File: src/lpc_monitor_pkg.sv
// package: register map, field positions and reset values of the host bus fault monitor
// assumes: 32-bit apb data, one aligned word per register
package lpc_monitor_pkg;
  localparam logic [11:0] BUS_RESET_MONITOR_OFS = 12'h104;
  localparam logic [11:0] HOST_FAULT_CAPTURE_OFS = 12'h108;
  localparam logic [11:0] HOST_SERIAL_IRQ_DRIVE_OFS = 12'h10C;
  localparam int ADDR_W = 12;
  localparam int CAP_ADDR_W = 24;
  localparam int CAP_ADDR_LSB = 8;
  localparam int RESET_LEVEL_BIT = 1;
  localparam int DMA_FAULT_BIT = 5;
  localparam int CFG_FAULT_BIT = 4;
  localparam int IO_FAULT_BIT = 3;
  localparam int OVERLAP_BIT = 2;
  localparam int FAULT_EN_BIT = 1;
  localparam int SUMMARY_BIT = 0;
  localparam int SERIAL_IRQ_BIT = 0;
  localparam logic [31:0] REG_RESET_VAL = 32'h0000_0000;
  localparam logic [23:0] CAP_RESET_VAL = 24'h00_0000;
endpackage

File: src/sticky_flag.sv
// sticky fault flag: set by hardware, cleared by a write of one
// assumes: set and clear are single-cycle qualified strobes
`timescale 1ns/1ps
`default_nettype none
module sticky_flag (
  input wire logic sys_clk,
  input wire logic rst_b,
  input wire logic setEvt,
  input wire logic clrEvt,
  output logic flag
);
  logic flag_ff;
  logic nxt_flag;
  // set wins over a clear in the same cycle
  assign nxt_flag = setEvt | (flag_ff & ~clrEvt);
  always_ff @(posedge sys_clk) begin
    if (!rst_b) begin
      flag_ff <= 1'b0;
    end else begin
      flag_ff <= nxt_flag;
    end
  end
  assign flag = flag_ff;
endmodule
`default_nettype wire

File: src/lpc_bus_error_monitor.sv
// top: apb register bank for host bus reset view, fault capture and serial irq source bit
// assumes: fault strobes and host address are synchronous to sys_clk, one pulse per cycle
//
// Behaviour
// reset-status bit reads the inverse of the bus reset input
// while summary flag is clear, capture the 24-bit address of every host transaction
// while summary flag is set, hold the captured address
// capture field keeps the address of the first faulting access
// dma fault bit 5 set on dma internal error when reporting enabled
// config fault bit 4 set on config internal error when reporting enabled
// i/o fault bit 3 set on i/o internal error when reporting enabled
// overlap bit 2 set on multiple window match, regardless of enable
// enable bit 1 lets internal errors also set the summary flag
// summary bit 0 set on overlap or enabled internal error
// fault flags stay set until firmware writes one; zero leaves them
// summary flag drives a level interrupt request to the processor
// firmware bit 0 of serial irq register is the host request level
// all fields reset to zero on system reset; reserved bits read zero
`timescale 1ns/1ps
`default_nettype none
module lpc_bus_error_monitor
  import lpc_monitor_pkg::*;
(
  input wire logic sys_clk,
  input wire logic rst_b,
  input wire logic psel,
  input wire logic penable,
  input wire logic pwrite,
  input wire logic [ADDR_W-1:0] paddr,
  input wire logic [31:0] pwdata,
  output logic [31:0] prdata,
  output logic pready,
  output logic pslverr,
  input wire logic busResetIn_b,
  input wire logic hostCycleValid,
  input wire logic [CAP_ADDR_W-1:0] hostCycleAddr,
  input wire logic dmaIntErr,
  input wire logic cfgIntErr,
  input wire logic ioIntErr,
  input wire logic windowOverlap,
  output logic faultIrq,
  output logic serialIrqReq
);
  // ------------------------------------------------------------
  // bus decode
  // ------------------------------------------------------------
  logic setupPhase;
  logic hitMon;
  logic hitCap;
  logic hitSirq;
  logic hitAny;
  logic wrCap;
  logic wrSirq;
  assign setupPhase = psel & ~penable;
  assign hitMon = (paddr == BUS_RESET_MONITOR_OFS);
  assign hitCap = (paddr == HOST_FAULT_CAPTURE_OFS);
  assign hitSirq = (paddr == HOST_SERIAL_IRQ_DRIVE_OFS);
  assign hitAny = hitMon | hitCap | hitSirq;
  // writes land at the access edge, which is the one with pready high
  assign wrCap = psel & penable & pready & pwrite & hitCap;
  assign wrSirq = psel & penable & pready & pwrite & hitSirq;

  // ------------------------------------------------------------
  // control and capture registers
  // ------------------------------------------------------------
  logic faultEn_ff;
  logic sirq_ff;
  logic [CAP_ADDR_W-1:0] capAddr_ff;
  logic [CAP_ADDR_W-1:0] nxt_capAddr;
  logic summary;
  assign nxt_capAddr = (hostCycleValid && !summary) ? hostCycleAddr : capAddr_ff;

  always_ff @(posedge sys_clk) begin
    if (!rst_b) begin
      faultEn_ff <= 1'b0;
      sirq_ff <= 1'b0;
      capAddr_ff <= CAP_RESET_VAL;
    end else begin
      capAddr_ff <= nxt_capAddr;
      if (wrCap) begin
        faultEn_ff <= pwdata[FAULT_EN_BIT];
      end
      if (wrSirq) begin
        sirq_ff <= pwdata[SERIAL_IRQ_BIT];
      end
    end
  end

  // ------------------------------------------------------------
  // sticky fault flags
  // ------------------------------------------------------------
  logic [5:0] setVec;
  logic [5:0] flagVec;
  logic intErrAny;
  assign intErrAny = dmaIntErr | cfgIntErr | ioIntErr;
  always_comb begin
    setVec = 6'h00;
    setVec[DMA_FAULT_BIT] = faultEn_ff & dmaIntErr;
    setVec[CFG_FAULT_BIT] = faultEn_ff & cfgIntErr;
    setVec[IO_FAULT_BIT] = faultEn_ff & ioIntErr;
    setVec[OVERLAP_BIT] = windowOverlap;
    setVec[SUMMARY_BIT] = windowOverlap | (faultEn_ff & intErrAny);
  end

  genvar gi;
  generate
    for (gi = 0; gi < 6; gi++) begin : g_flag
      if (gi != FAULT_EN_BIT) begin : g_sticky
        sticky_flag u_flag (
          .sys_clk(sys_clk),
          .rst_b(rst_b),
          .setEvt(setVec[gi]),
          .clrEvt(wrCap & pwdata[gi]),
          .flag(flagVec[gi])
        );
      end else begin : g_en
        assign flagVec[gi] = faultEn_ff;
      end
    end
  endgenerate
  assign summary = flagVec[SUMMARY_BIT];

  // ------------------------------------------------------------
  // read data and outputs
  // ------------------------------------------------------------
  logic [31:0] monWord;
  logic [31:0] capWord;
  logic [31:0] sirqWord;
  logic [31:0] rdMux;
  always_comb begin
    monWord = REG_RESET_VAL;
    monWord[RESET_LEVEL_BIT] = ~busResetIn_b;
    capWord = REG_RESET_VAL;
    capWord[CAP_ADDR_LSB +: CAP_ADDR_W] = capAddr_ff;
    capWord[5:0] = flagVec;
    sirqWord = REG_RESET_VAL;
    sirqWord[SERIAL_IRQ_BIT] = sirq_ff;
  end
  assign rdMux = hitMon ? monWord : hitCap ? capWord : hitSirq ? sirqWord : REG_RESET_VAL;

  logic [31:0] prdata_ff;
  logic pready_ff;
  logic pslverr_ff;
  logic faultIrq_ff;
  logic serialIrqReq_ff;
  always_ff @(posedge sys_clk) begin
    if (!rst_b) begin
      prdata_ff <= REG_RESET_VAL;
      pready_ff <= 1'b0;
      pslverr_ff <= 1'b0;
      faultIrq_ff <= 1'b0;
      serialIrqReq_ff <= 1'b0;
    end else begin
      pready_ff <= setupPhase;
      pslverr_ff <= setupPhase & ~hitAny;
      if (setupPhase) begin
        prdata_ff <= pwrite ? REG_RESET_VAL : rdMux;
      end
      faultIrq_ff <= summary;
      serialIrqReq_ff <= sirq_ff;
    end
  end
  assign prdata = prdata_ff;
  assign pready = pready_ff;
  assign pslverr = pslverr_ff;
  assign faultIrq = faultIrq_ff;
  assign serialIrqReq = serialIrqReq_ff;
endmodule
`default_nettype wire

File: config.mk
export PLATFORM = sky130hd
export DESIGN_NAME = lpc_bus_error_monitor
export DESIGN_NICKNAME = d
export VERILOG_FILES = /design/src/lpc_monitor_pkg.sv /design/src/sticky_flag.sv /design/src/lpc_bus_error_monitor.sv
export SDC_FILE = /design/constraint.sdc
export NUM_CORES = 1
export LEC_CHECK = 0
export BUFFER_PORTS_ARGS = -buffer_cell sky130_fd_sc_hd__buf_4
export CAP_MARGIN = 20
export CORE_MARGIN = 5
export CORE_UTILIZATION = 49
export DETAILED_ROUTE_END_ITERATION = 8
export PLACE_DENSITY = 0.84
export SLEW_MARGIN = 20
export SYNTH_ARGS = -nofsm -noshare
export SYNTH_HDL_FRONTEND = slang
export SYNTH_SLANG_ARGS = --single-unit
File: constraint.sdc
create_clock -name sys_clk -period 2.1 [get_ports sys_clk]
set_input_delay 0.42 -clock sys_clk [delete_from_list [all_inputs] [get_ports sys_clk]]
set_output_delay 0.42 -clock sys_clk [all_outputs]
set_load 0.02 [all_outputs]
==> flow_metrics.py, run 1 <==
metrics = {
    "place": {
        "dpl_cell_area_um2": 3060,
        "dp_hpwl_um": 4290,
        "place.port_buffers": 86,
        "preCtsSetupSlack_ps": 272,
        "gp_congestion": 0.851,
        "placed_cells": 406,
    },
    "floorplanning": {
        "die_h_um": 79.9,
        "die_x_um": 79.9,
        "core_area_um2": 4720,
        "boundaryPins": 115,
        "rows": 25,
        "dieArea_um2": 6390,
        "initial_core_util_pct": 50.7,
    },
    "synthesis": {
        "synth_edf_count": 0,
        "synth_seq_area_share_pct": 54.3,
        "syn_area_per_cell_um2": 8.97,
        "synthArstFlopShare_pct": 0,
        "yosysMostFrequentCell": "dfxtp_1",
        "yosysWarnings": 0,
        "synth.top_cells.by_count": "dfxtp_1 (65), nand2_1 (57), nor2_1 (32)",
        "synth_top_area_cell": "dfxtp_1",
        "synth_seq_cells": 65,
        "synthesis.area_um2": 2390,
        "synth_cell_types": 31,
        "synth_top_area_share_pct": 54.3,
        "ys.flop_type": "dfxtp_1",
        "synth_cells": 267,
        "synthTopCellsByArea": "dfxtp_1 (54%), nand2_1 (8.9%), a22oi_1 (8.8%)",
    },
    "clock_tree": {
        "htree_levels": 3,
        "cts.sinks": 65,
        "cts_buffers": 9,
        "post_cts_resized": 0,
        "cts_tree": "done",
        "ctsRootBufferMaster": "clkbuf_8",
        "clk_path_buf_depth": 2,
        "clock_latency_ps": 340,
        "clkTransAtPathRegs_ps": 70,
        "post_cts_buffers": 0,
        "cts.hold.buffers_added": 0,
    },
    "min_path": {
        "min_path_type": "in -> reg",
        "min-delay-start": "pwdata[2]",
    },
    "pwr": {
        "switching_share_pct": 24.1,
        "p_seq_share_pct": 54.4,
        "powerDensity_nw_per_um2": 731,
        "clkPwrFrac_pct": 36.8,
        "p_int_mw": 1.78,
        "p_leak_nw": 1.35,
        "irDropWorstVdd_v": 0.000439,
        "p_total_mw": 2.35,
        "p_sw_mw": 0.567,
        "combPwrFrac_pct": 8.8,
    },
    "setup_path": {
        "start_kind": "register",
        "r2r_setup_slack_ps": 560,
        "crit_path_start": "g_flag[0].g_sticky.u_flag.flag",
        "required_ps": 2370,
        "arrival_ps": 1810,
        "r2r_cells": 3,
        "rr_startpoint": "g_flag[0].g_sticky.u_flag.flag",
        "reg2reg_to": "capAddr_ff[20]",
        "cp_max_fo": 24,
        "critical_path.top_delay_family": "simple AND/OR/NAND/NOR gates",
        "worst-path-stages": 3,
        "endpoint": "capAddr_ff[20]",
        "critPathKind": "reg -> reg",
        "critPathMaxStageDelay_ps": 830,
        "path_buf_inv": 0,
        "critPathCaptureType": "register",
        "crit_chain": "nor2b_2, nand2_1, a21oi_1",
        "cpMaxStageDelayCell": "nor2b_2",
    },
    "detailed_routing": {
        "viasPerCell": 5.11,
        "ant_nets": 0,
        "drc": 0,
        "wl_per_cell_um": 14.4,
        "num_vias": 2152,
        "drt-total-wl_um": 6060,
        "drt_iter0_drc": 101,
        "first_pass_iters": 4,
    },
    "run_status": {
        "status": "finished, final reports clean",
    },
    "timing": {
        "drv_slew": 0,
        "tns_ps": 0,
        "finClkSkew_ps": 9.70,
        "setup-violations-final": 0,
        "finalHoldViolations": 0,
        "rsz0062_at_grt": "no",
        "relSlewSlack_pct": 29.3,
        "setup_slack_ps": 559,
        "timing.fmax_ghz": 0.649,
        "post-route-period-util_pct": 73.4,
        "tightest_slew_ps": 1060,
        "holdWs_ps": 279,
        "period_needed_ps": 1540,
    },
    "layout": {
        "final_util_pct": 68.1,
        "finalInstanceArea_um2": 3220,
        "drive_above_1_share_pct": 31.6,
        "stdcell_count": 421,
        "antenna_cells": 0,
        "fin_nets": 429,
        "n_fill_cell": 399,
        "area_growth_pct": 34.3,
    },
    "global_routing": {
        "antenna_found_initial": 0,
        "grt_pass1_wl_um": 9760,
        "grt_overflow": 0,
        "grt_pass1_vias": 2108,
        "grt_util_all_layers_pct": 19.9,
        "grt_max_degree": 30,
    },
    "flow_run": {
        "maxCapViolations": 0,
    },
}
worst reg2reg max path, delay by kind of cell, from the launching register on:
kind,cells,cell delay [ps]
AND/OR/NAND/NOR,2,980
flip-flops,1,340
AO/OA/AOI/OAI,1,160
power by group through the flow:
stage | clock (mW) | combinational (mW) | sequential (mW)
floorplan | 0 | 0.0922 | 1.31
finish | 0.866 | 0.207 | 1.28
global route | 0.951 | 0.229 | 1.28
CTS | 0.879 | 0.209 | 1.28
global placement | 0 | 0.202 | 1.31
detailed placement | 0 | 0.208 | 1.31
cells in the final DEF (no fill, tap or decap), types with 4 or more instances in the layout:
cell / netlist / routed
a22oi_1: 28 / 28
clkbuf_8: 1 / 9
nor2_1: 32 / 32
buf_4: 5 / 93
dfxtp_1: 65 / 65
a311oi_1: 4 / 4
a21oi_1: 28 / 28
nand2_1: 57 / 57
cell families (layout without fill, tap and decap cells):
kind of cell           count (synthesis)  after routing  synth area share (%)
and+or+nand+nor                      106            106                  21.0
AOI/OAI and AO/OA                     67             67                  18.1
DFF                                   65             65                  54.3
buffers and inverters                 26            112                  5.64
muxes                                  2              2                 0.836
other                                  1              2                 0.157
metal layers:
layer,global-route usage (%),vias to the layer above,part of all wire (%)
li1,-,1076,-
met1,22.1,995,41
met2,34.8,71,51
met3,7.22,10,6.4
met4,6.93,0,1.7
met5,0,-,0
registers in the layout (all words and copies together) (netlist names):
name	flops
prdata	30
capAddr_ff	24
g_flag.g_sticky.u_flag.flag	5
faultEn_ff	1
faultIrq	1
pready	1
pslverr	1
serialIrqReq	1
sirq_ff	1
how the worst min path moves through the flow:
| stage | to | slack, ps | depth (start not counted) |
|---|---|---|---|
| 2_1_floorplan | serialIrqReq | 410 | 2 |
| 3_3_place_gp | capAddr_ff[6] | 440 | 2 |
| 3_5_place_dp | capAddr_ff[22] | 450 | 2 |
| 4_1_cts | g_flag[3].g_sticky.u_flag.flag | 280 | 2 |
| 5_1_grt | g_flag[3].g_sticky.u_flag.flag | 270 | 2 |
| 6_report | g_flag[2].g_sticky.u_flag.flag | 280 | 2 |
layout make-up:
| cell class | instances | area, um2 | area share [%] |
|---|---|---|---|
| multi-input cells | 177 | 965 | 30.0 |
| clock inverters | 3 | 18.8 | 0.583 |
| well taps | 67 | 83.8 | 2.61 |
| inverters | 4 | 15.0 | 0.467 |
| flip-flops and latches | 65 | 1300 | 40.5 |
| repair buffers | 93 | 698 | 21.7 |
| clock buffers | 12 | 135 | 4.20 |
Note: power is estimated with default switching activity, not from simulation.
==> inputs of run 2 (changes only) <==
Settings changed: CORE_UTILIZATION 49 to 41, PLACE_DENSITY 0.84 to 0.75.
Clock period 2.1 ns to 1.3 ns, I/O delays scaled along.
==> run 2 against run 1 <==
Combinational power increased by 74%. Critical path depth is 3 higher. Design area grew 4.8%. Sequential share of layout area shrank 1.8 points. First-iteration DRC count fell by 7.9%. Clock power is 72% higher. Worst hold slack got worse by 150 ps. Cell count grew 3.6%. Critical path type is now in -> reg. Die area rose by 17%. Sequential power rose by 62%. Register-to-register slack got worse by 470 ps.
==> flow_metrics.py, run 2 (synthesis results as in run 1) <==
metrics = {
    "place": {
        "gp_congestion": 0.767,
        "placed_cells": 420,
        "preCtsSetupSlack_ps": -259,
        "dpl_cell_area_um2": 3170,
        "place.port_buffers": 86,
        "dp_hpwl_um": 4350,
    },
    "layout": {
        "n_fill_cell": 505,
        "layout.area.seq_um2": 1300,
        "finalInstanceArea_um2": 3370,
        "area_growth_pct": 40.8,
        "drive_above_1_share_pct": 34.3,
        "stdcell_count": 436,
        "antenna_cells": 0,
        "final_cell_mix": "buf_4 (96), dfxtp_1 (65), nand2_1 (57), nor2_1 (32)",
        "largest_reg_flops": 30,
        "final_util_pct": 60.1,
        "fin_nets": 438,
        "multi_input_area_um2": 976,
        "final_common_cell": "buf_4",
    },
    "flow_run": {
        "maxCapViolations": 0,
    },
    "setup_path": {
        "arrival_ps": 1480,
        "critPathKind": "in -> reg",
        "critPathMaxStageDelay_ps": 310,
        "required_ps": 1560,
        "rr_startpoint": "pready",
        "start_kind": "primary input",
        "cpMaxStageDelayCell": "nor4b_4",
        "crit_chain": "buf_4, nor4_4, nand3_2, nor4b_4, buf_6, mux2i_1",
        "cp_max_fo": 6,
        "crit_path_start": "paddr[5]",
        "critPathCaptureType": "register",
    },
    "floorplanning": {
        "die_x_um": 86.4,
        "die_h_um": 86.4,
        "rows": 27,
        "boundaryPins": 115,
        "core_area_um2": 5610,
        "dieArea_um2": 7470,
        "initial_core_util_pct": 42.7,
    },
    "clock_tree": {
        "cts_buffers": 9,
        "htree_levels": 3,
        "cts.hold.buffers_added": 0,
        "ctsRootBufferMaster": "clkbuf_8",
        "cts_tree": "done",
        "cts.sinks": 65,
        "clkTransAtPathRegs_ps": 60,
        "clock_latency_ps": 330,
        "clk_path_buf_depth": 2,
    },
    "global_routing": {
        "busiest_layer": "met2",
        "grt_pass1_vias": 2088,
        "use_met1_pct": 20.7,
        "grt_pass1_wl_um": 9880,
        "grt_overflow": 0,
        "use_met3_pct": 2.76,
        "antenna_found_initial": 0,
        "grt_util_all_layers_pct": 17.1,
        "grt_use_met2_pct": 28.2,
        "grt_max_degree": 30,
    },
    "detailed_routing": {
        "drc": 0,
        "viasPerCell": 5.02,
        "first_pass_iters": 4,
        "wl_per_cell_um": 14.1,
        "num_vias": 2188,
        "drt_iter0_drc": 93,
        "drt-total-wl_um": 6130,
        "ant_nets": 0,
    },
    "min_path": {
        "min-delay-start": "pwdata[2]",
        "min_path_type": "in -> reg",
    },
    "timing": {
        "tns_ps": 0,
        "period_needed_ps": 1220,
        "setup-violations-final": 0,
        "holdWs_ps": 125,
        "timing.fmax_ghz": 0.819,
        "finClkSkew_ps": 5.23,
        "setup_slack_ps": 78.6,
        "finalHoldViolations": 0,
        "post-route-period-util_pct": 94.0,
        "drv_slew": 0,
    },
    "pwr": {
        "powerDensity_nw_per_um2": 1160,
        "p_total_mw": 3.92,
        "p_leak_nw": 1.42,
        "irDropWorstVdd_v": 0.000785,
    },
    "run_status": {
        "status": "finished, final reports clean",
    },
}
## run 2: cell types whose count changed in the layout (fill, tap and decap cells not counted), sizes merged
cell and delta:
buf +9, clkbuf +1
## run 2: layout make-up
cell class | count | area share, %
repair buffers | 102 | 24.2
inverters | 4 | 0.445
clock buffers | 13 | 4.71
well taps | 72 | 2.67
flip-flops and latches | 65 | 38.6
multi-input cells | 177 | 29.0
clock inverters | 3 | 0.445
## run 2: worst max-delay path, delay by kind of cell
kind / cells / cell delay [ps]
buffers and inverters: 2 / 280
muxes: 1 / 170
and+or+nand+nor: 3 / 770
## run 2: report_power, final
group	total (mW)	switching, mW	internal (mW)
logic	0.361	0.175	0.186
clock network	1.49	0.703	0.788
registers	2.07	0.0259	2.04
total	3.92	0.904	3.02
## run 2: per-layer routing
layer | wire length, um | vias to the layer above
met1 | 2540 | 1009
met3 | 312 | 14
li1 | - | 1098
met5 | 0 | -
met4 | 164 | 0
met2 | 3110 | 67
## run 2: worst paths after layout
| kind | end | slack, ps | cells after the start |
|---|---|---|---|
| worst max-delay path | faultEn_ff | 80 | 6 |
| worst min-delay path | g_flag[2].g_sticky.u_flag.flag | 120 | 2 |
| worst max register to register | faultEn_ff | 90 | 4 |
| worst min register to register | capAddr_ff[10] | 450 | 2 |
## run 2: repair_timing
item / 4_1_cts / 5_1_grt
endpoints found under the setup margin: 0 / 3
gates resized for setup: 0 / 5
buffers inserted: 0 / 0
==> inputs of run 3 (changes only) <==
Settings changed: CORE_UTILIZATION 41 to 45, PLACE_DENSITY 0.75 to 0.78, RECOVER_POWER from default to 100.
Clock period 1.3 ns to 1.2 ns, I/O delays scaled along.
==> run 3 against run 2 <==
Critical endpoint is now prdata[1]. Global-route usage up 0.56 points. Wire length grew 2.3%. Core utilization rose by 5.7 points. Clock skew about the same. Highest routed layer unchanged. Clock-buffer cell count down 1. Largest cell class unchanged. The run now ends with setup timing left. Via count down 0.14%. Clock power grew 33%. Worst hold slack lost 15 ps. Total power rose by 18%.
==> flow_metrics.py, run 3 (synthesis results as in run 1) <==
metrics = {
    "setup_path": {
        "cpMaxStageDelayCell": "or4_1",
        "arrival_ps": 1470,
        "critPathCaptureType": "register",
        "critPathMaxStageDelay_ps": 520,
        "cp_max_fo": 4,
        "required_ps": 1460,
        "start_kind": "primary input",
        "crit_chain": "buf_6, nor4b_4, nand3_2, or4_1, a21oi_2",
        "critPathKind": "in -> reg",
    },
    "layout": {
        "antenna_cells": 0,
        "final_cell_mix": "buf_4 (69), dfxtp_1 (65), nand2_1 (57), nor2_1 (32), a22oi_1 (28)",
        "final_common_cell": "buf_4",
        "largest_reg_flops": 30,
        "area_growth_pct": 41.3,
        "n_fill_cell": 458,
        "finalInstanceArea_um2": 3380,
        "fin_nets": 441,
        "drive_above_1_share_pct": 33.1,
        "stdcell_count": 436,
    },
    "floorplanning": {
        "rows": 26,
        "initial_core_util_pct": 46.6,
        "die_h_um": 83.0,
        "dieArea_um2": 6880,
        "die_x_um": 83.0,
        "boundaryPins": 115,
        "core_area_um2": 5140,
    },
    "global_routing": {
        "grt_overflow": 0,
        "grt_util_all_layers_pct": 17.7,
        "grt_pass1_wl_um": 10000,
        "grt_pass1_vias": 2098,
        "antenna_found_initial": 0,
        "grt_max_degree": 33,
    },
    "clock_tree": {
        "cts_tree": "done",
        "cts_buffers": 9,
        "cts.sinks": 65,
        "clkTransAtPathRegs_ps": 70,
        "clk_path_buf_depth": 2,
        "htree_levels": 3,
        "clock_latency_ps": 320,
        "ctsRootBufferMaster": "clkbuf_8",
    },
    "detailed_routing": {
        "drc": 0,
        "drt-total-wl_um": 6270,
        "ant_nets": 0,
        "drt_iter0_drc": 120,
        "viasPerCell": 5.01,
        "wl_per_cell_um": 14.4,
        "first_pass_iters": 4,
        "num_vias": 2185,
    },
    "place": {
        "dpl_cell_area_um2": 3160,
        "place.port_buffers": 86,
        "dp_hpwl_um": 4290,
        "gp_congestion": 0.859,
        "preCtsSetupSlack_ps": -371,
        "placed_cells": 417,
    },
    "timing": {
        "timing.fmax_ghz": 0.825,
        "rsz0062_at_grt": "yes",
        "period_needed_ps": 1210,
        "drv_slew": 0,
        "finalHoldViolations": 0,
        "finClkSkew_ps": 5.59,
        "post-route-period-util_pct": 101,
        "setup_slack_ps": -11.7,
        "holdWs_ps": 110,
        "setup-violations-final": 2,
    },
    "run_status": {
        "status": "complete, but fails checks",
        "violations": "setup timing",
    },
    "flow_run": {
        "maxCapViolations": 0,
    },
    "pwr": {
        "irDropWorstVdd_v": 0.00103,
        "powerDensity_nw_per_um2": 1360,
        "p_leak_nw": 1.42,
        "p_total_mw": 4.61,
    },
    "min_path": {
        "min_path_type": "in -> reg",
    },
}
[run 3: per-layer routing]
layer / share of wire [%] / global-route usage (%) / vias to the layer above
met3: 5.9 / 5.25 / 9
met1: 43 / 22.3 / 1007
li1: - / - / 1103
met2: 50 / 28.7 / 66
met5: 0 / 0 / -
met4: 1.1 / 6.24 / 0
[run 3: through the flow]
step	util, %	TNS (ps)
after global routing	65.8	-1760
after floorplan	-	-1490
after CTS	66.2	0
after global placement	61.6	-6800
after detailed placement	61.6	-8990
final	65.8	-18.8
[run 3: worst paths after layout]
check             depth (start not counted)           from  slack (ps)                             end
setup / recovery                          5      paddr[11]         -10                       prdata[1]
hold / removal                            2      pwdata[3]         110  g_flag[3].g_sticky.u_flag.flag
setup reg to reg                          3     faultEn_ff          20                       prdata[1]
hold reg to reg                           2  capAddr_ff[8]         450                   capAddr_ff[8]
[run 3: area by class of cell]
class	instances	area, um2	area share, %
Timing Repair Buffer	105	774	22.9
Clock inverter	3	65.1	1.92
Sequential cell	65	1300	38.5
Inverter	4	15.0	0.444
Tap cell	70	87.6	2.59
Multi-Input combinational cell	177	995	29.4
Clock buffer	12	145	4.29
[run 3: power breakdown]
group / switching, mW / leakage (nW) / internal, mW
logic: 0.193 / 0.785 / 0.193
clock network: 0.767 / 0.106 / 1.21
registers: 0.0265 / 0.528 / 2.21
total: 0.987 / 1.42 / 3.62
[run 3: worst max-delay path, delay by kind of cell]
kind	cells	cell delay (ps)
simple gates	3	1000
buf+inv	1	90
compound gates	1	130
[run 3: what timing repair did]
action                     CTS  global route
resized for setup            4             5
hold buffers                 0             0
pin swaps                    2             4
setup endpoints to repair    1            33
cloned                       0             1
buffers inserted             2             1
